==> src/rtl/lsf_pkg.sv <==
/*
 * Shared constants of the LED sink fault and adaptive boost controller:
 * timing counts, register map, field positions and the state type.
 * Assumes a 250 MHz system clock; all counts derive from it.
 */
package lsf_pkg;
	// ==========================================================
	// Clock and timing
	localparam int CLK_MHZ        = 250;
	localparam int T_CMP_FILT_NS  = 1000;
	localparam int CMP_FILT_CYC   = (T_CMP_FILT_NS * CLK_MHZ + 999) / 1000;
	localparam int T_CLR_MIN_NS   = 2000;
	localparam int CLR_MIN_CYC    = (T_CLR_MIN_NS * CLK_MHZ + 999) / 1000;
	localparam int T_CLR_MAX_NS   = 20000;
	localparam int CLR_MAX_CYC    = (T_CLR_MAX_NS * CLK_MHZ) / 1000;
	localparam int T_PERSIST_US   = 100;
	localparam int PERSIST_CYC    = T_PERSIST_US * CLK_MHZ;
	localparam int T_RECOV_MS     = 100;
	localparam int RECOV_CYC      = T_RECOV_MS * CLK_MHZ * 1000;
	localparam int T_OVP_LONG_MS  = 560;
	localparam int OVP_LONG_CYC   = T_OVP_LONG_MS * CLK_MHZ * 1000;
	localparam int T_OVP_SHORT_MS = 50;
	localparam int OVP_SHORT_CYC  = T_OVP_SHORT_MS * CLK_MHZ * 1000;
	localparam int T_OVP_REARM_MS = 160;
	localparam int OVP_REARM_CYC  = T_OVP_REARM_MS * CLK_MHZ * 1000;
	localparam int T_SENSE_NS     = 4000;
	localparam int SENSE_CYC      = (T_SENSE_NS * CLK_MHZ + 999) / 1000;

	// ==========================================================
	// Boost target code
	localparam int         CODE_W    = 8;
	localparam logic [7:0] TGT_MIN   = 8'h00;
	localparam logic [7:0] TGT_MAX   = 8'hFF;
	localparam logic [7:0] TGT_INIT  = 8'hE0;

	// ==========================================================
	// Register map (byte addresses)
	localparam logic [7:0]  REG_ADAPT  = 8'h00;
	localparam logic [7:0]  REG_DOWN   = 8'h04;
	localparam logic [7:0]  REG_STATUS = 8'h08;
	localparam logic [7:0]  REG_TARGET = 8'h0C;
	localparam logic [15:0] ADAPT_RST  = 16'h00FA;
	localparam logic [15:0] DOWN_RST   = 16'h0010;
	localparam int ST_STATE_LSB = 0;
	localparam int ST_OPEN_LSB  = 2;
	localparam int ST_SHORT_LSB = 5;
	localparam int ST_GND_LSB   = 8;
	localparam int ST_FAULT_BIT = 11;
	localparam logic [1:0] RESP_OKAY   = 2'h0;
	localparam logic [1:0] RESP_SLVERR = 2'h2;

	// ==========================================================
	// Device states
	typedef enum logic [1:0] {
		ST_STANDBY,
		ST_SENSE,
		ST_ACTIVE,
		ST_RECOVERY
	} lsf_state_t;
endpackage

==> src/rtl/lsf_ctrl.sv <==
/*
 * LED sink fault and adaptive boost controller with AXI4-Lite registers.
 * Assumes all analog comparator and enable inputs are synchronous to aclk;
 * the fault pin is open drain, pulled low while fault_oe is high.
 */
// Our own choices: the address map and the AXI4-Lite slave port.
`timescale 1ns/1ps
`default_nettype none

// ==============================================================
// Persistence filter: output follows input held for limit cycles
module lsf_filt #(
	parameter int CW = 9
) (
	input  wire logic          aclk,
	input  wire logic          aresetn,
	input  wire logic          raw,
	input  wire logic [CW-1:0] limit,
	output logic               filt
);
	logic [CW-1:0] cnt_ff;
	logic          filt_ff;

	// Disagreement must last limit cycles before the output moves
	always_ff @(posedge aclk) begin
		if (!aresetn) begin
			cnt_ff  <= '0;
			filt_ff <= 1'b0;
		end else if (raw == filt_ff) begin
			cnt_ff <= '0;
		end else if (cnt_ff >= limit - 1'b1) begin
			cnt_ff  <= '0;
			filt_ff <= raw;
		end else begin
			cnt_ff <= cnt_ff + 1'b1;
		end
	end
	assign filt = filt_ff;
endmodule

// ==============================================================
// Operation
// - Grounded sinks found at start-up stay excluded
// - Enabled sinks follow PWM input directly
// - Boost target is 8-bit code, 256 steps
// - Periodic downward nudge of boost target
// - Nine comparator results filtered for 1 us
// - All sinks inside window: target unchanged
// - All sinks above ceiling: step target down
// - Any sink below floor: step target up
// - Floor miss at max target flags open
// - Above short level, other in window: short
// - String fault disables sink only, fault low
// - 2-20 us enable low clears string faults
// - Longer enable low enters standby, restarts
// - Other faults enter recovery, all off
// - Recovery returns active after 100 ms
// - Input overvoltage needs 100 us persistence
// - Output overvoltage 560/50 ms filter, 160 ms
// - Undervoltage sensed always, 100 us persistence
// - Overtemperature held until indication clears
// - Standby waits enable, then senses outputs
module lsf_ctrl import lsf_pkg::*; #(
	parameter int NSINK     = 3,
	parameter int CLR_MAX   = CLR_MAX_CYC,
	parameter int PERSIST   = PERSIST_CYC,
	parameter int RECOV     = RECOV_CYC,
	parameter int OVP_LONG  = OVP_LONG_CYC,
	parameter int OVP_SHORT = OVP_SHORT_CYC,
	parameter int OVP_REARM = OVP_REARM_CYC
) (
	input  wire logic             aclk,
	input  wire logic             aresetn,
	input  wire logic [7:0]       s_axi_awaddr,
	input  wire logic             s_axi_awvalid,
	output logic                  s_axi_awready,
	input  wire logic [31:0]      s_axi_wdata,
	input  wire logic [3:0]       s_axi_wstrb,
	input  wire logic             s_axi_wvalid,
	output logic                  s_axi_wready,
	output logic [1:0]            s_axi_bresp,
	output logic                  s_axi_bvalid,
	input  wire logic             s_axi_bready,
	input  wire logic [7:0]       s_axi_araddr,
	input  wire logic             s_axi_arvalid,
	output logic                  s_axi_arready,
	output logic [31:0]           s_axi_rdata,
	output logic [1:0]            s_axi_rresp,
	output logic                  s_axi_rvalid,
	input  wire logic             s_axi_rready,
	input  wire logic             supply_enable_pin,
	input  wire logic             pwm_in,
	input  wire logic [NSINK-1:0] sink_grounded,
	input  wire logic [NSINK-1:0] cmp_floor_below,
	input  wire logic [NSINK-1:0] cmp_ceiling_above,
	input  wire logic [NSINK-1:0] cmp_short_above,
	input  wire logic             vin_over_raw,
	input  wire logic             vin_under_raw,
	input  wire logic             vout_over_raw,
	input  wire logic             die_hot,
	output logic [NSINK-1:0]      sink_en,
	output logic                  boost_en,
	output logic [CODE_W-1:0]     boost_target,
	output logic                  fault_o,
	output logic                  fault_oe
);
	// ==========================================================
	// Registers
	lsf_state_t        state_ff, nxt_state;
	logic [31:0]       phase_cnt_ff, en_low_cnt_ff, act_time_ff;
	logic [15:0]       tick_cnt_ff, down_cnt_ff, adapt_ff, down_ff;
	logic [CODE_W-1:0] target_ff, nxt_target;
	logic [NSINK-1:0]  gnd_ff, open_ff, short_ff, sink_en_ff;
	logic              en_q_ff, ovp_first_ff, fault_oe_ff;

	// ==========================================================
	// Comparator and protection filters
	logic [3*NSINK-1:0] cmp_raw, cmp_f;
	logic [NSINK-1:0]   lo_f, mid_f, hi_f;
	logic               iov_f, iuv_f, oov_f, monitored;
	logic               input_overvoltage_fault, input_undervoltage_fault;
	logic               boost_overvoltage_fault, die_overtemperature_fault;
	logic [31:0]        oov_limit;

	assign cmp_raw = {cmp_short_above, cmp_ceiling_above, cmp_floor_below};
	assign lo_f    = cmp_f[NSINK-1:0];
	assign mid_f   = cmp_f[2*NSINK-1:NSINK];
	assign hi_f    = cmp_f[3*NSINK-1:2*NSINK];

	genvar gi;
	generate
		for (gi = 0; gi < 3 * NSINK; gi++) begin : g_cmp
			lsf_filt #(.CW(9)) u_cmp (
				.aclk   (aclk),
				.aresetn(aresetn),
				.raw    (cmp_raw[gi]),
				.limit  (9'(CMP_FILT_CYC)),
				.filt   (cmp_f[gi])
			);
		end
	endgenerate

	// Input overvoltage and temperature watched from soft start onward
	assign monitored = (state_ff == ST_SENSE) || (state_ff == ST_ACTIVE);
	// Short filter only after a first trip, to cut repeated stress
	assign oov_limit = ovp_first_ff ? 32'(OVP_SHORT) : 32'(OVP_LONG);

	lsf_filt #(.CW(32)) u_iov (
		.aclk   (aclk),
		.aresetn(aresetn),
		.raw    (vin_over_raw && monitored),
		.limit  (32'(PERSIST)),
		.filt   (iov_f)
	);
	lsf_filt #(.CW(32)) u_iuv (
		.aclk   (aclk),
		.aresetn(aresetn),
		.raw    (vin_under_raw),
		.limit  (32'(PERSIST)),
		.filt   (iuv_f)
	);
	lsf_filt #(.CW(32)) u_oov (
		.aclk   (aclk),
		.aresetn(aresetn),
		.raw    (vout_over_raw && (state_ff == ST_ACTIVE)),
		.limit  (oov_limit),
		.filt   (oov_f)
	);

	assign input_overvoltage_fault   = iov_f && monitored;
	assign input_undervoltage_fault  = iuv_f;
	assign boost_overvoltage_fault   = oov_f && (state_ff == ST_ACTIVE);
	assign die_overtemperature_fault = die_hot && monitored;

	// ==========================================================
	// Enable pin pulse measurement
	logic en_rise, clr_pulse, en_long, sys_fault, fault_now, recov_done;

	assign en_rise   = supply_enable_pin && !en_q_ff;
	assign clr_pulse = en_rise && (state_ff == ST_ACTIVE) &&
		(en_low_cnt_ff >= 32'(CLR_MIN_CYC)) &&
		(en_low_cnt_ff <= 32'(CLR_MAX));
	assign en_long   = !supply_enable_pin &&
		(en_low_cnt_ff >= 32'(CLR_MAX));
	assign sys_fault = input_overvoltage_fault || input_undervoltage_fault ||
		boost_overvoltage_fault || die_overtemperature_fault;
	// Raw levels plus filtered undervoltage decide recovery; filters would hide a fresh glitch
	assign fault_now = vin_over_raw || vin_under_raw || iuv_f || die_hot;
	assign recov_done = phase_cnt_ff >= 32'(RECOV - 1);

	// Low-time counter saturates at the upper end of the clearing window
	always_ff @(posedge aclk) begin
		if (!aresetn) begin
			en_q_ff       <= 1'b0;
			en_low_cnt_ff <= '0;
		end else begin
			en_q_ff <= supply_enable_pin;
			if (supply_enable_pin)
				en_low_cnt_ff <= '0;
			else if (en_low_cnt_ff < 32'(CLR_MAX))
				en_low_cnt_ff <= en_low_cnt_ff + 32'h1;
		end
	end

	// ==========================================================
	// Device state machine
	always_comb begin
		nxt_state = state_ff;
		unique case (state_ff)
			ST_STANDBY: begin
				if (supply_enable_pin && !iuv_f)
					nxt_state = ST_SENSE;
			end
			ST_SENSE: begin
				if (en_long)
					nxt_state = ST_STANDBY;
				else if (sys_fault)
					nxt_state = ST_RECOVERY;
				else if (phase_cnt_ff >= 32'(SENSE_CYC - 1))
					nxt_state = ST_ACTIVE;
			end
			ST_ACTIVE: begin
				if (en_long)
					nxt_state = ST_STANDBY;
				else if (sys_fault)
					nxt_state = ST_RECOVERY;
			end
			ST_RECOVERY: begin
				if (en_long)
					nxt_state = ST_STANDBY;
				else if (recov_done && !fault_now)
					nxt_state = ST_ACTIVE;
			end
		endcase
	end

	// Phase counter restarts on every state change and recovery retry
	always_ff @(posedge aclk) begin
		if (!aresetn) begin
			state_ff     <= ST_STANDBY;
			phase_cnt_ff <= '0;
		end else begin
			state_ff <= nxt_state;
			if (nxt_state != state_ff || (state_ff == ST_RECOVERY && recov_done))
				phase_cnt_ff <= '0;
			else
				phase_cnt_ff <= phase_cnt_ff + 32'h1;
		end
	end

	// Output-overvoltage filter shortening and rearm after active time
	always_ff @(posedge aclk) begin
		if (!aresetn) begin
			ovp_first_ff <= 1'b0;
			act_time_ff  <= '0;
		end else begin
			act_time_ff <= (state_ff == ST_ACTIVE && act_time_ff < 32'(OVP_REARM))
				? act_time_ff + 32'h1
				: ((state_ff == ST_ACTIVE) ? act_time_ff : 32'h0);
			if (boost_overvoltage_fault)
				ovp_first_ff <= 1'b1;
			else if (act_time_ff >= 32'(OVP_REARM - 1))
				ovp_first_ff <= 1'b0;
		end
	end

	// ==========================================================
	// Sink bookkeeping and string faults
	logic [NSINK-1:0] act, win, open_set, short_set;
	logic             tick, low_any, all_mid, nudge;

	assign act      = ~gnd_ff & ~open_ff & ~short_ff;
	assign win      = ~lo_f & ~mid_f;
	assign tick     = (state_ff == ST_ACTIVE) && (tick_cnt_ff >= adapt_ff);
	assign low_any  = |(lo_f & act);
	assign all_mid  = (act != '0) && ((mid_f & act) == act);
	assign nudge    = down_cnt_ff >= down_ff;
	assign open_set = (tick && target_ff == TGT_MAX) ? (lo_f & act)
		: '0;
	// Needs a healthy reference string to tell a short from high supply
	assign short_set = (state_ff == ST_ACTIVE && |(win & act))
		? (hi_f & act) : '0;

	// Grounded outputs latched at the end of sensing; hardware set wins
	always_ff @(posedge aclk) begin
		if (!aresetn) begin
			gnd_ff   <= '0;
			open_ff  <= '0;
			short_ff <= '0;
		end else begin
			if (state_ff == ST_SENSE && nxt_state == ST_ACTIVE)
				gnd_ff <= sink_grounded;
			else if (state_ff == ST_STANDBY)
				gnd_ff <= '0;
			if (state_ff == ST_STANDBY) begin
				open_ff  <= '0;
				short_ff <= '0;
			end else begin
				open_ff  <= (clr_pulse ? '0 : open_ff) | open_set;
				short_ff <= (clr_pulse ? '0 : short_ff) | short_set;
			end
		end
	end

	// ==========================================================
	// Adaptive boost target
	always_comb begin
		nxt_target = target_ff;
		if (state_ff == ST_STANDBY)
			nxt_target = TGT_INIT;
		else if (tick && low_any) begin
			if (target_ff != TGT_MAX)
				nxt_target = target_ff + 8'h01;
		end else if (tick && (all_mid || nudge)) begin
			if (target_ff != TGT_MIN)
				nxt_target = target_ff - 8'h01;
		end
	end

	// Step pacing; the down-pressure count runs on adaptation ticks
	always_ff @(posedge aclk) begin
		if (!aresetn) begin
			target_ff   <= TGT_INIT;
			tick_cnt_ff <= '0;
			down_cnt_ff <= '0;
		end else begin
			target_ff   <= nxt_target;
			tick_cnt_ff <= tick || state_ff != ST_ACTIVE ? 16'h0
				: tick_cnt_ff + 16'h1;
			if (state_ff != ST_ACTIVE || (tick && (low_any || nudge)))
				down_cnt_ff <= '0;
			else if (tick)
				down_cnt_ff <= down_cnt_ff + 16'h1;
		end
	end

	// ==========================================================
	// Outputs; enable low blanks LEDs without leaving active mode
	always_ff @(posedge aclk) begin
		if (!aresetn) begin
			sink_en_ff  <= '0;
			fault_oe_ff <= 1'b0;
		end else begin
			sink_en_ff  <= (state_ff == ST_ACTIVE && supply_enable_pin)
				? (act & {NSINK{pwm_in}}) : '0;
			fault_oe_ff <= (nxt_state == ST_RECOVERY) ||
				(|(open_ff | open_set)) || (|(short_ff | short_set));
		end
	end
	assign sink_en      = sink_en_ff;
	assign boost_en     = monitored;
	assign boost_target = target_ff;
	assign fault_o      = 1'b0;
	assign fault_oe     = fault_oe_ff;

	// ==========================================================
	// AXI4-Lite slave
	logic        aw_full_ff, w_full_ff, bvalid_ff, rvalid_ff;
	logic [7:0]  awaddr_ff;
	logic [31:0] wdata_ff, rdata_ff, status_w;
	logic [3:0]  wstrb_ff;
	logic [1:0]  bresp_ff, rresp_ff;
	logic        do_write, wr_adapt, wr_down, rd_ok, ar_hs;

	assign s_axi_awready = !aw_full_ff;
	assign s_axi_wready  = !w_full_ff;
	assign s_axi_arready = !rvalid_ff;
	assign do_write = aw_full_ff && w_full_ff && !bvalid_ff;
	assign wr_adapt = do_write && awaddr_ff == REG_ADAPT;
	assign wr_down  = do_write && awaddr_ff == REG_DOWN;
	assign ar_hs    = s_axi_arvalid && !rvalid_ff;
	assign rd_ok    = s_axi_araddr == REG_ADAPT || s_axi_araddr == REG_DOWN ||
		s_axi_araddr == REG_STATUS || s_axi_araddr == REG_TARGET;
	assign status_w = 32'({fault_oe_ff, gnd_ff, short_ff, open_ff,
		state_ff});

	// Address and data may arrive in either order; both held till used
	always_ff @(posedge aclk) begin
		if (!aresetn) begin
			aw_full_ff <= 1'b0;
			w_full_ff  <= 1'b0;
			bvalid_ff  <= 1'b0;
			awaddr_ff  <= '0;
			wdata_ff   <= '0;
			wstrb_ff   <= '0;
			bresp_ff   <= RESP_OKAY;
		end else begin
			if (s_axi_awvalid && !aw_full_ff) begin
				aw_full_ff <= 1'b1;
				awaddr_ff  <= s_axi_awaddr;
			end
			if (s_axi_wvalid && !w_full_ff) begin
				w_full_ff <= 1'b1;
				wdata_ff  <= s_axi_wdata;
				wstrb_ff  <= s_axi_wstrb;
			end
			if (do_write) begin
				aw_full_ff <= 1'b0;
				w_full_ff  <= 1'b0;
				bvalid_ff  <= 1'b1;
				bresp_ff   <= (wr_adapt || wr_down) ? RESP_OKAY : RESP_SLVERR;
			end else if (bvalid_ff && s_axi_bready)
				bvalid_ff <= 1'b0;
		end
	end

	// Writable pacing registers, byte lanes 0 and 1 only
	always_ff @(posedge aclk) begin
		if (!aresetn) begin
			adapt_ff <= ADAPT_RST;
			down_ff  <= DOWN_RST;
		end else begin
			for (int b = 0; b < 2; b++) begin
				if (wr_adapt && wstrb_ff[b])
					adapt_ff[8*b +: 8] <= wdata_ff[8*b +: 8];
				if (wr_down && wstrb_ff[b])
					down_ff[8*b +: 8] <= wdata_ff[8*b +: 8];
			end
		end
	end

	// Read data captured at the address handshake
	always_ff @(posedge aclk) begin
		if (!aresetn) begin
			rvalid_ff <= 1'b0;
			rdata_ff  <= '0;
			rresp_ff  <= RESP_OKAY;
		end else if (ar_hs) begin
			rvalid_ff <= 1'b1;
			rresp_ff  <= rd_ok ? RESP_OKAY : RESP_SLVERR;
			unique case (s_axi_araddr)
				REG_ADAPT:  rdata_ff <= {16'h0000, adapt_ff};
				REG_DOWN:   rdata_ff <= {16'h0000, down_ff};
				REG_STATUS: rdata_ff <= status_w;
				REG_TARGET: rdata_ff <= {24'h000000, target_ff};
				default:    rdata_ff <= 32'h00000000;
			endcase
		end else if (rvalid_ff && s_axi_rready)
			rvalid_ff <= 1'b0;
	end
	assign s_axi_bvalid = bvalid_ff;
	assign s_axi_bresp  = bresp_ff;
	assign s_axi_rvalid = rvalid_ff;
	assign s_axi_rdata  = rdata_ff;
	assign s_axi_rresp  = rresp_ff;
endmodule

`default_nettype wire

==> config.mk <==
export PLATFORM = sky130hd
export DESIGN_NAME = lsf_ctrl
export DESIGN_NICKNAME = d
export VERILOG_FILES = /design/src/rtl/lsf_pkg.sv /design/src/rtl/lsf_ctrl.sv
export SDC_FILE = /design/constraint.sdc
export NUM_CORES = 1
export LEC_CHECK = 0
export ABC_AREA = 1
export BUFFER_PORTS_ARGS = -buffer_cell sky130_fd_sc_hd__buf_2
export CAP_MARGIN = 20
export CORE_AREA = 2 2 230 232
export DETAILED_ROUTE_END_ITERATION = 7
export DIE_AREA = 0 0 232 234
export PLACE_DENSITY = 0.75
export SYNTH_ARGS = -nofsm -noshare
export SYNTH_HDL_FRONTEND = slang
export SYNTH_HIERARCHICAL = 1
export SYNTH_SLANG_ARGS = --single-unit
==> constraint.sdc <==
create_clock -name aclk -period 3.85 [get_ports aclk]
set_input_delay 0.5775 -clock aclk [delete_from_list [all_inputs] [get_ports aclk]]
set_output_delay 0.5775 -clock aclk [all_outputs]
set_load 0.1 [all_outputs]
==> run_results.csv, run 1 <==
group,metric,value,unit
run_status,status,"completed",
synthesis,ys_seq_elements,422,
floorplan,die_area,54300,um2
cts,cts_made_buffers,47,
detailed_routing,vias,24900,
layout,fillers,4790,
sta,setup-violations-final,0,
power,ir_drop,0.345,mV
detailed_routing,vias_per_cell,4.73,
layout,final_cell_mix,"nand2_1 (729), nor2_1 (621), inv_1 (555)",
worst_hold_path,hold_path_end,"wdata_ff[5]",
power,combPwrFrac,9.0,%
power,power_switching,2.63,mW
synthesis,avgSynthCellArea,7.17,um2
synthesis,synth_top_family_by_area,"simple AND/OR/NAND/NOR gates",
cts,cts_hold_buf,0,
cts,htreeDepth,2,
global_route,grt_pass1_vias,23000,
floorplan,die-width,232,um
sta,maxSlewViolCount,0,
synthesis,synth-xor-area-share,11.0,%
setup_path,cp.required,4.28,ns
layout,drive_gt1_share,9.82,%
setup_path,ff2ff_path_depth,19,
placement,portBuffers,94,
synthesis,yosys_warnings,6,
setup_path,startpoint_type,"flip-flop",
detailed_routing,remaining_drc_errors,0,
sta,period_share,88.1,%
sta,slew_headroom,39.7,%
sta,rsz0062_at_grt,"false",
layout,fin_util,63.7,%
setup_path,crit_path_end_kind,"flip-flop",
synthesis,synthAdderAreaFrac,10.9,%
cts,postCtsSetupBuffers,0,
sta,min_period,3.39,ns
job,maxCapViolCount,0,
cts,clk_path_buf_depth,3,
setup_path,r2r-end,"boost_target[6]",
layout,final_nets,4872,
sta,worst_pin_slew,0.901,ns
placement,place_congestion,0.860,
cts,cts-root-buf,"clkbuf_16",
synthesis,netlist_area,28800,um2
floorplan,num_rows,84,
setup_path,r2r_slack,0.46,ns
synthesis,synthFlopType,"dfxtp_1",
global_route,gr-total-overflow,0,
floorplan,core_area,52000,um2
layout,final_common_cell,"nand2_1",
layout,synthToLayoutAreaGrowth,15.1,%
setup_path,cp_max_fo,14,
synthesis,synth_compound_area_share,7.32,%
cts,cts_num_sinks,422,
synthesis,synthArstFlopShare,0,%
detailed_routing,first_pass_iters,6,
global_route,grt_usage,23.1,%
floorplan,start_util,55.3,%
detailed_routing,totalWireLength,61.8,mm
cts,path_clk_slew,0.07,ns
power,leakage,14.5,nW
layout,diodes,0,
detailed_routing,drt_iter0_drc,1446,
sta,max_freq,295,MHz
sta,finalClockSkew,0.0313,ns
power,p_int,7.54,mW
cts,cts_tree,"yes",
power,p_sw_share,25.9,%
power,p_per_area,307,nW/um2
setup_path,arrival,3.82,ns
synthesis,synth_edf_count,0,
cts,cts_resized,0,
global_route,grt_antenna_before_repair,1,
global_route,grt_pass1_wl,105,mm
worst_hold_path,hp-class,"input port to flip-flop",
worst_hold_path,whs_path_depth,3,
detailed_routing,antenna_left,0,
synthesis,yosys.area_share.simple,32.3,%
power,pwr-share-seq,43.8,%
cts,insertion_delay,0.61,ns
setup_path,r2r-start,"adapt_ff[15]",
floorplan,ios,132,
floorplan,dieHeight,234,um
synthesis,synthMuxAreaShare,0,%
synthesis,netlist_instances,4013,
synthesis,synth_cell_types,59,
setup_path,path_class,"flip-flop to flip-flop",
worst_hold_path,worstHoldStart,"s_axi_wdata[5]",
power,clock_power_share,47.2,%
detailed_routing,wl_per_cell,11.7,um
synthesis,ys_seq_area_share,29.4,%
sta,hold_viol_final,0,
global_route,grt_max_degree,66,
sta,fin_setup_tns,0,ns
placement,hpwlAfterDp,48.3,mm
[cell type report]
class                      instances  area, um2  area share [%]
multi-input combinational       3381      19400            58.5
sequential                       422       8450            25.5
inverter                         581       2180            6.59
clock buffer                      60       1280            3.88
tap                              688        861            2.60
timing repair buffer             111        601            1.81
clock inverter                    27        373            1.13
[cells in the mapped netlist (20+ instances only)]
| library cell | number | area share [%] |
|---|---|---|
| dfxtp_1 | 422 | 29 |
| xor2_1 | 243 | 7.4 |
| nand3_1 | 176 | 3.1 |
| nor2_1 | 621 | 8.1 |
| clkbuf_1 | 25 | 0.33 |
| xnor2_1 | 114 | 3.5 |
| o21a_1 | 20 | 0.52 |
| nor3_1 | 78 | 1.4 |
| inv_2 | 21 | 0.27 |
| nand3_2 | 24 | 0.84 |
| a21oi_1 | 205 | 3.6 |
| nor2_2 | 65 | 1.4 |
| o21ai_0 | 94 | 1.6 |
| nand2_2 | 24 | 0.52 |
| nor4_1 | 25 | 0.54 |
| nand4_1 | 63 | 1.4 |
| nor3_2 | 61 | 2.1 |
| ha_1 | 250 | 11 |
| nand2_1 | 729 | 9.5 |
| inv_1 | 555 | 7.2 |
[power groups by stage]
| stage | clock network, mW | registers (mW) | logic, mW |
|---|---|---|---|
| after floorplan | 0 | 4.56 | 0.741 |
| after global placement | 0 | 4.55 | 0.866 |
| after detailed placement | 0 | 4.55 | 0.880 |
| after CTS | 4.91 | 4.46 | 0.884 |
| after global routing | 5.09 | 4.46 | 1.05 |
| final | 4.80 | 4.46 | 0.916 |
[worst max path at each step]
stage | from | endpoint | slack (ns)
4_1_cts | adapt_ff[15] | boost_target[6] | 0.46
2_1_floorplan | ovp_first_ff | u_oov/cnt_ff[4] | 0.81
3_5_place_dp | adapt_ff[15] | boost_target[6] | 0.49
5_1_grt | adapt_ff[15] | boost_target[6] | 0.02
3_3_place_gp | adapt_ff[15] | boost_target[6] | 0.58
6_report | adapt_ff[15] | boost_target[6] | 0.46
[layer usage]
metal	GRT usage [%]	wire length, um	vias up
li1	-	-	13500
met4	7.85	1840	0
met3	2.85	2760	109
met5	0	0	-
met1	30.0	28700	10900
met2	39.5	28500	422
[through the flow]
step / instance area, um2 / std cells / worst slack, ns / power (mW) / hold WS (ns)
after floorplan: 30400 / 4451 / 0.811 / 5.30 / 0.415
after global placement: 31500 / 5183 / 0.577 / 5.42 / 0.423
after detailed placement: 31500 / 5183 / 0.489 / 5.43 / 0.428
after CTS: 33100 / 5270 / 0.459 / 10.2 / 0.161
after global routing: 33100 / 5270 / 0.0188 / 10.6 / 0.191
final: 33100 / 5270 / 0.460 / 10.2 / 0.189
[kinds of logic (layout without fill, tap and decap cells)]
kind of cell    after synthesis  in the layout
simple gates               1951           1951
flops                       422            422
compound gates              380            380
other cells                   2            440
buf+inv                     648            779
xor+xnor                    359            359
fa+ha+maj                   251            251
[flip-flops by register name, summed over array words and instances (netlist names), 2 cells and up]
register	count
sink_en	3
short_ff	3
boost_target	8
act_time_ff	32
s_axi_rdata	16
state_ff	2
adapt_ff	16
awaddr_ff	8
phase_cnt_ff	32
down_ff	16
u_iuv/cnt_ff	32
u_iov/cnt_ff	32
open_ff	3
down_cnt_ff	16
u_oov/cnt_ff	32
g_cmp.u_cmp/cnt_ff	81
wstrb_ff	2
g_cmp.u_cmp/filt	9
gnd_ff	3
en_low_cnt_ff	32
wdata_ff	16
tick_cnt_ff	16
[worst max-delay path, cell delays in order, from the launching register on]
cell	delay, ns
dfxtp_1	0.31
inv_1	0.06
ha_1	0.29
nand2_1	0.06
inv_1	0.05
nand3_1	0.08
nor3_1	0.24
nand2_1	0.11
nand3_1	0.15
nand2_1	0.10
inv_2	0.24
nand2_2	0.20
ha_1	0.42
nand2_1	0.07
o21ai_0	0.28
a21oi_1	0.10
o21ai_0	0.20
xor2_1	0.09
nand2_1	0.08
nand3_1	0.08
Note: power is estimated with default switching activity, not from simulation.
==> inputs of run 2 (changes only) <==
--- a/config.mk
+++ b/config.mk
@@ -12,6 +12,7 @@
 export DETAILED_ROUTE_END_ITERATION = 7
 export DIE_AREA = 0 0 232 234
 export PLACE_DENSITY = 0.75
+export REMOVE_ABC_BUFFERS = 1
 export SYNTH_ARGS = -nofsm -noshare
 export SYNTH_HDL_FRONTEND = slang
 export SYNTH_HIERARCHICAL = 1
==> run 2 against run 1 <==
  * Die area unchanged
  * Sequential cell count did not move
  * Fmax rose by 3.2%
  * Sequential share of layout area barely moved
  * Final cell count about the same
  * Wire length rose by 1.1%
  * Clock power is 3% higher
  * Highest routed layer is now met5
==> run_results.csv, run 2 (synthesis gave the netlist of run 1 again) <==
group,metric,value,unit
cts,cts_num_sinks,422,
floorplan,ios,132,
cts,postCtsSetupBuffers,0,
sta,hold_viol_final,0,
layout,fillers,4725,
global_route,grt_pass1_wl,105,mm
sta,rsz0062_at_grt,"false",
power,pwr-share-seq,43.2,%
setup_path,path_delay_family,"simple AND/OR/NAND/NOR gates",
power,combPwrFrac,8.8,%
setup_path,cp_cell_sequence,"inv_1 > ha_1 > nand2_1 > inv_1 > nand3_1 > nor3_1 > nand2_1 > nand3_1 > nand2_1 > inv_2 > nand2_2 > ha_1 > nand2_1 > o21ai_0 > a21oi_1 > o21ai_0 > xor2_1 > nand2_1 > nand3_1",
sta,holdWs,0.196,ns
detailed_routing,remaining_drc_errors,0,
layout,final_common_cell,"nand2_1",
detailed_routing,wl_per_cell,11.9,um
global_route,grt_pass1_vias,23000,
power,clock_power_share,48.1,%
sta,fin_setup_tns,0,ns
setup_path,cp_max_fo,14,
cts,cts_tree,"yes",
layout,synthToLayoutAreaGrowth,15.3,%
power,power_switching,2.61,mW
job,maxCapViolCount,0,
floorplan,num_rows,84,
global_route,grt_antenna_before_repair,3,
sta,setup-violations-final,0,
placement,placed_area,31400,um2
setup_path,critical_path.slowest_cell,"ha_1",
cts,clk_path_buf_depth,3,
cts,cts_made_buffers,47,
sta,slew_headroom,33.3,%
cts,cts_resized,0,
layout,final_area,33100,um2
cts,path_clk_slew,0.07,ns
sta,worst_pin_slew,0.993,ns
setup_path,startpoint_type,"flip-flop",
floorplan,core_area,52000,um2
setup_path,path_class,"flip-flop to flip-flop",
power,p_int,7.71,mW
cts,insertion_delay,0.60,ns
sta,max_freq,304,MHz
global_route,gr-total-overflow,0,
setup_path,crit_path_end_kind,"flip-flop",
power,p_per_area,311,nW/um2
placement,portBuffers,94,
global_route,grt_max_degree,82,
detailed_routing,totalWireLength,62.5,mm
placement,hpwlAfterDp,48.4,mm
layout,largest_register_ffs,81,
floorplan,dieHeight,234,um
power,p_sw_share,25.3,%
setup_path,crit_path_max_incr_delay,0.42,ns
detailed_routing,vias,25100,
global_route,grt_usage,23.0,%
setup_path,arrival,3.73,ns
sta,finalClockSkew,0.0335,ns
power,ir_drop,0.306,mV
setup_path,cp.required,4.29,ns
sta,min_period,3.29,ns
sta,period_share,85.4,%
placement,place_congestion,0.898,
layout,final_cell_mix,"nand2_1 (729), nor2_1 (621), inv_1 (555)",
detailed_routing,drt_iter0_drc,1384,
layout,drive_gt1_share,9.83,%
layout,top_register,"g_cmp.u_cmp/cnt_ff",
layout,final_nets,4868,
detailed_routing,first_pass_iters,5,
worst_hold_path,hp-class,"input port to flip-flop",
cts,cts-root-buf,"clkbuf_16",
floorplan,die-width,232,um
detailed_routing,antenna_left,0,
cts,cts_hold_buf,0,
detailed_routing,vias_per_cell,4.77,
floorplan,die_area,54300,um2
cts,htreeDepth,2,
setup_path,path_common_cell,"nand2_1",
power,leakage,14.5,nW
setup_path,crit_buf_inv,3,
run_status,status,"completed",
sta,maxSlewViolCount,0,
floorplan,start_util,55.3,%
[run 2: layer usage]
metal  GRT usage (%)  routed length, um  up-vias
met5               0                 13        -
met4            7.35               1680        2
met3            3.75               3110       98
met2            39.0              28400      438
met1            30.0              29200    11100
li1                -                  -    13500
[run 2: worst paths after layout]
path | startpoint | to | slack, ns | depth (start not counted)
worst max-delay path | adapt_ff[15] | boost_target[6] | 0.56 | 19
worst min-delay path | s_axi_wdata[15] | wdata_ff[15] | 0.20 | 3
worst max register to register | adapt_ff[15] | boost_target[6] | 0.56 | 19
worst min register to register | en_low_cnt_ff[29] | en_low_cnt_ff[29] | 0.43 | 2
[run 2: layout make-up]
class	instances	area (um2)	share of cell area, %
Antenna cell	1	2.50	0.00755
Clock buffer	59	1310	3.96
Clock inverter	29	407	1.23
Inverter	581	2180	6.59
Multi-Input combinational cell	3381	19400	58.4
Sequential cell	422	8450	25.5
Tap cell	688	861	2.60
Timing Repair Buffer	107	571	1.72
[run 2: worst min-delay path: stages]
cell and delay, ns:
buf_2 0.07, nor2_1 0.03, nor2_1 0.08
[run 2: stage by stage]
stage	power (mW)	instances	setup WS, ns	util, %
detailed placement	5.42	5179	0.554	60.4
global placement	5.41	5179	0.547	60.4
floorplan	5.25	4384	0.708	-
finish	10.3	5268	0.564	63.7
CTS	10.4	5267	0.523	63.7
global route	10.7	5267	0.0959	63.7
[run 2: power by group through the flow]
stage / registers, mW / logic, mW / clock network [mW]
after floorplan: 4.56 / 0.686 / 0
after global placement: 4.55 / 0.856 / 0
after detailed placement: 4.55 / 0.870 / 0
after CTS: 4.46 / 0.875 / 5.05
after global routing: 4.46 / 1.04 / 5.23
final: 4.46 / 0.905 / 4.96
==> inputs of run 3 (changes only) <==
==> constraint.sdc (replaced) <==
create_clock -name aclk -period 3.9 [get_ports aclk]
set_input_delay 0.585 -clock aclk [delete_from_list [all_inputs] [get_ports aclk]]
set_output_delay 0.585 -clock aclk [all_outputs]
set_load 0.02 [all_outputs]
==> run 3 against run 2 <==
  * Critical path type unchanged
  * Count of clock-buffer cells in the layout increased by 2
  * First-iteration DRC count increased by 4.6%
  * Largest cell class unchanged
  * Clock skew decreased by 0.012 ns
  * Core utilization about the same
  * Sequential share of layout area about the same
  * Fmax decreased by 3.8%
  * Sequential cell count unchanged
  * Power decreased by 3.0%
  * Die area unchanged
  * Sequential power decreased by 1%
  * Via count decreased by 0.29%
==> run_results.csv, run 3 (synthesis gave the netlist of run 1 again) <==
group,metric,value,unit
run_status,status,"completed",
global_route,gr-total-overflow,0,
sta,period_share,87.5,%
cts,insertion_delay,0.59,ns
global_route,grt_max_degree,80,
setup_path,cp.required,4.33,ns
floorplan,start_util,55.3,%
floorplan,ios,132,
floorplan,die-width,232,um
power,ir_drop,0.267,mV
setup_path,cp_max_fo,14,
detailed_routing,totalWireLength,62.3,mm
global_route,grt_pass1_wl,106,mm
worst_hold_path,whs_path_depth,3,
placement,placed_area,31400,um2
cts,cts_tree,"yes",
detailed_routing,wl_per_cell,11.8,um
worst_hold_path,hp-class,"input port to flip-flop",
global_route,grt_use_met1,30.7,%
setup_path,r2r-start,"adapt_ff[15]",
sta,slew_headroom,37.1,%
global_route,met2_usage,39.7,%
worst_hold_path,hold_path_end,"wdata_ff[14]",
cts,cts_made_buffers,47,
cts,postCtsSetupBuffers,0,
cts,cts-root-buf,"clkbuf_16",
setup_path,startpoint_type,"flip-flop",
global_route,grt_pass1_vias,23200,
placement,preCtsSetupSlack,0.510,ns
global_route,grt_antenna_before_repair,2,
detailed_routing,antenna_left,0,
job,maxCapViolCount,0,
sta,maxSlewViolCount,0,
placement,hpwlAfterDp,48.6,mm
cts,cts_resized,0,
layout,final_nets,4869,
sta,min_period,3.41,ns
layout,drive_gt1_share,9.76,%
layout,top_register,"g_cmp.u_cmp/cnt_ff",
detailed_routing,remaining_drc_errors,0,
sta,hold_viol_final,0,
sta,worst_pin_slew,0.936,ns
floorplan,num_rows,84,
sta,setup-violations-final,0,
setup_path,arrival,3.85,ns
setup_path,path_class,"flip-flop to flip-flop",
worst_hold_path,worstHoldStart,"s_axi_wdata[14]",
power,p_per_area,302,nW/um2
sta,setup_ws,0.486,ns
layout,synthToLayoutAreaGrowth,15.2,%
detailed_routing,drt_iter0_drc,1447,
global_route,grt_usage,23.2,%
global_route,grt_use_met3,3.31,%
setup_path,ff2ff_path_depth,19,
setup_path,crit_path_end_kind,"flip-flop",
sta,rsz0062_at_grt,"false",
setup_path,r2r-end,"boost_target[6]",
cts,cts_num_sinks,422,
sta,max_freq,293,MHz
floorplan,dieHeight,234,um
detailed_routing,vias_per_cell,4.75,
layout,largest_register_ffs,81,
floorplan,core_area,52000,um2
layout,final_cell_mix,"nand2_1 (729), nor2_1 (621), inv_1 (555)",
cts,htreeDepth,2,
cts,path_clk_slew,0.06,ns
sta,finalClockSkew,0.0211,ns
setup_path,r2r_slack,0.49,ns
detailed_routing,vias,25000,
detailed_routing,first_pass_iters,8,
layout,final_common_cell,"nand2_1",
placement,place_congestion,0.897,
power,leakage,14.5,nW
placement,portBuffers,94,
cts,clk_path_buf_depth,3,
floorplan,die_area,54300,um2
cts,cts_hold_buf,0,
sta,fin_setup_tns,0,ns
global_route,gr-max-usage-layer,"met2",
layout,final_area,33100,um2
run 3: cell count changes in the layout (fill, tap and decap cells not counted), moves of 2 or more:
| cell | previous run | this run |
|---|---|---|
| clkbuf_1 | 4 | 7 |
| clkinv_2 | 12 | 6 |
| clkinv_4 | 0 | 4 |
| clkinvlp_4 | 3 | 5 |
run 3: layout make-up:
class                      instances  area [um2]
antenna                            1        2.50
clock buffer                      61        1310
clock inverter                    26         377
fill                            4770       18900
inverter                         581        2180
multi-input combinational       3381       19400
sequential                       422        8450
tap                              688         861
timing repair buffer             108         578
run 3: critical path, stage by stage, from the launching register on:
cell and delay [ns]:
dfxtp_1 0.31, inv_1 0.06, ha_1 0.29, nand2_1 0.07, inv_1 0.05, nand3_1 0.08
nor3_1 0.29, nand2_1 0.14, nand3_1 0.15, nand2_1 0.10, inv_2 0.22, nand2_2 0.20
ha_1 0.41, nand2_1 0.07, o21ai_0 0.27, a21oi_1 0.11, o21ai_0 0.20, xor2_1 0.09
nand2_1 0.07, nand3_1 0.07
run 3: worst max path at each step:
stage,startpoint,end,slack (ns),depth (start not counted)
floorplan,ovp_first_ff,u_oov/cnt_ff[0],0.77,19
global placement,adapt_ff[15],boost_target[6],0.60,19
detailed placement,adapt_ff[15],boost_target[6],0.51,19
CTS,adapt_ff[15],boost_target[6],0.49,19
global route,adapt_ff[15],boost_target[6],0.09,19
finish,adapt_ff[15],boost_target[6],0.49,19
run 3: per-layer routing:
metal	share of wire (%)	wire length, um	vias to the layer above
li1	-	-	13500
met1	47	29500	11100
met2	46	28600	424
met3	4.4	2770	83
met4	2.2	1390	0
met5	0	0	-
run 3: power by group:
part	internal [mW]	switching [mW]	leakage (nW)
clock	2.92	1.90	0.813
sequential	4.36	0.0437	3.41
combinational	0.259	0.532	10.3
total	7.54	2.48	14.5
run 3: through the flow:
| step | util (%) | instances | power, mW | hold WS, ns |
|---|---|---|---|---|
| after global placement | 60.4 | 5180 | 5.24 | 0.423 |
| after global routing | 63.7 | 5268 | 10.4 | 0.221 |
| after CTS | 63.7 | 5267 | 10.1 | 0.192 |
| after detailed placement | 60.4 | 5180 | 5.25 | 0.428 |
| after floorplan | - | 4384 | 5.08 | 0.415 |
| final | 63.7 | 5268 | 10.0 | 0.218 |
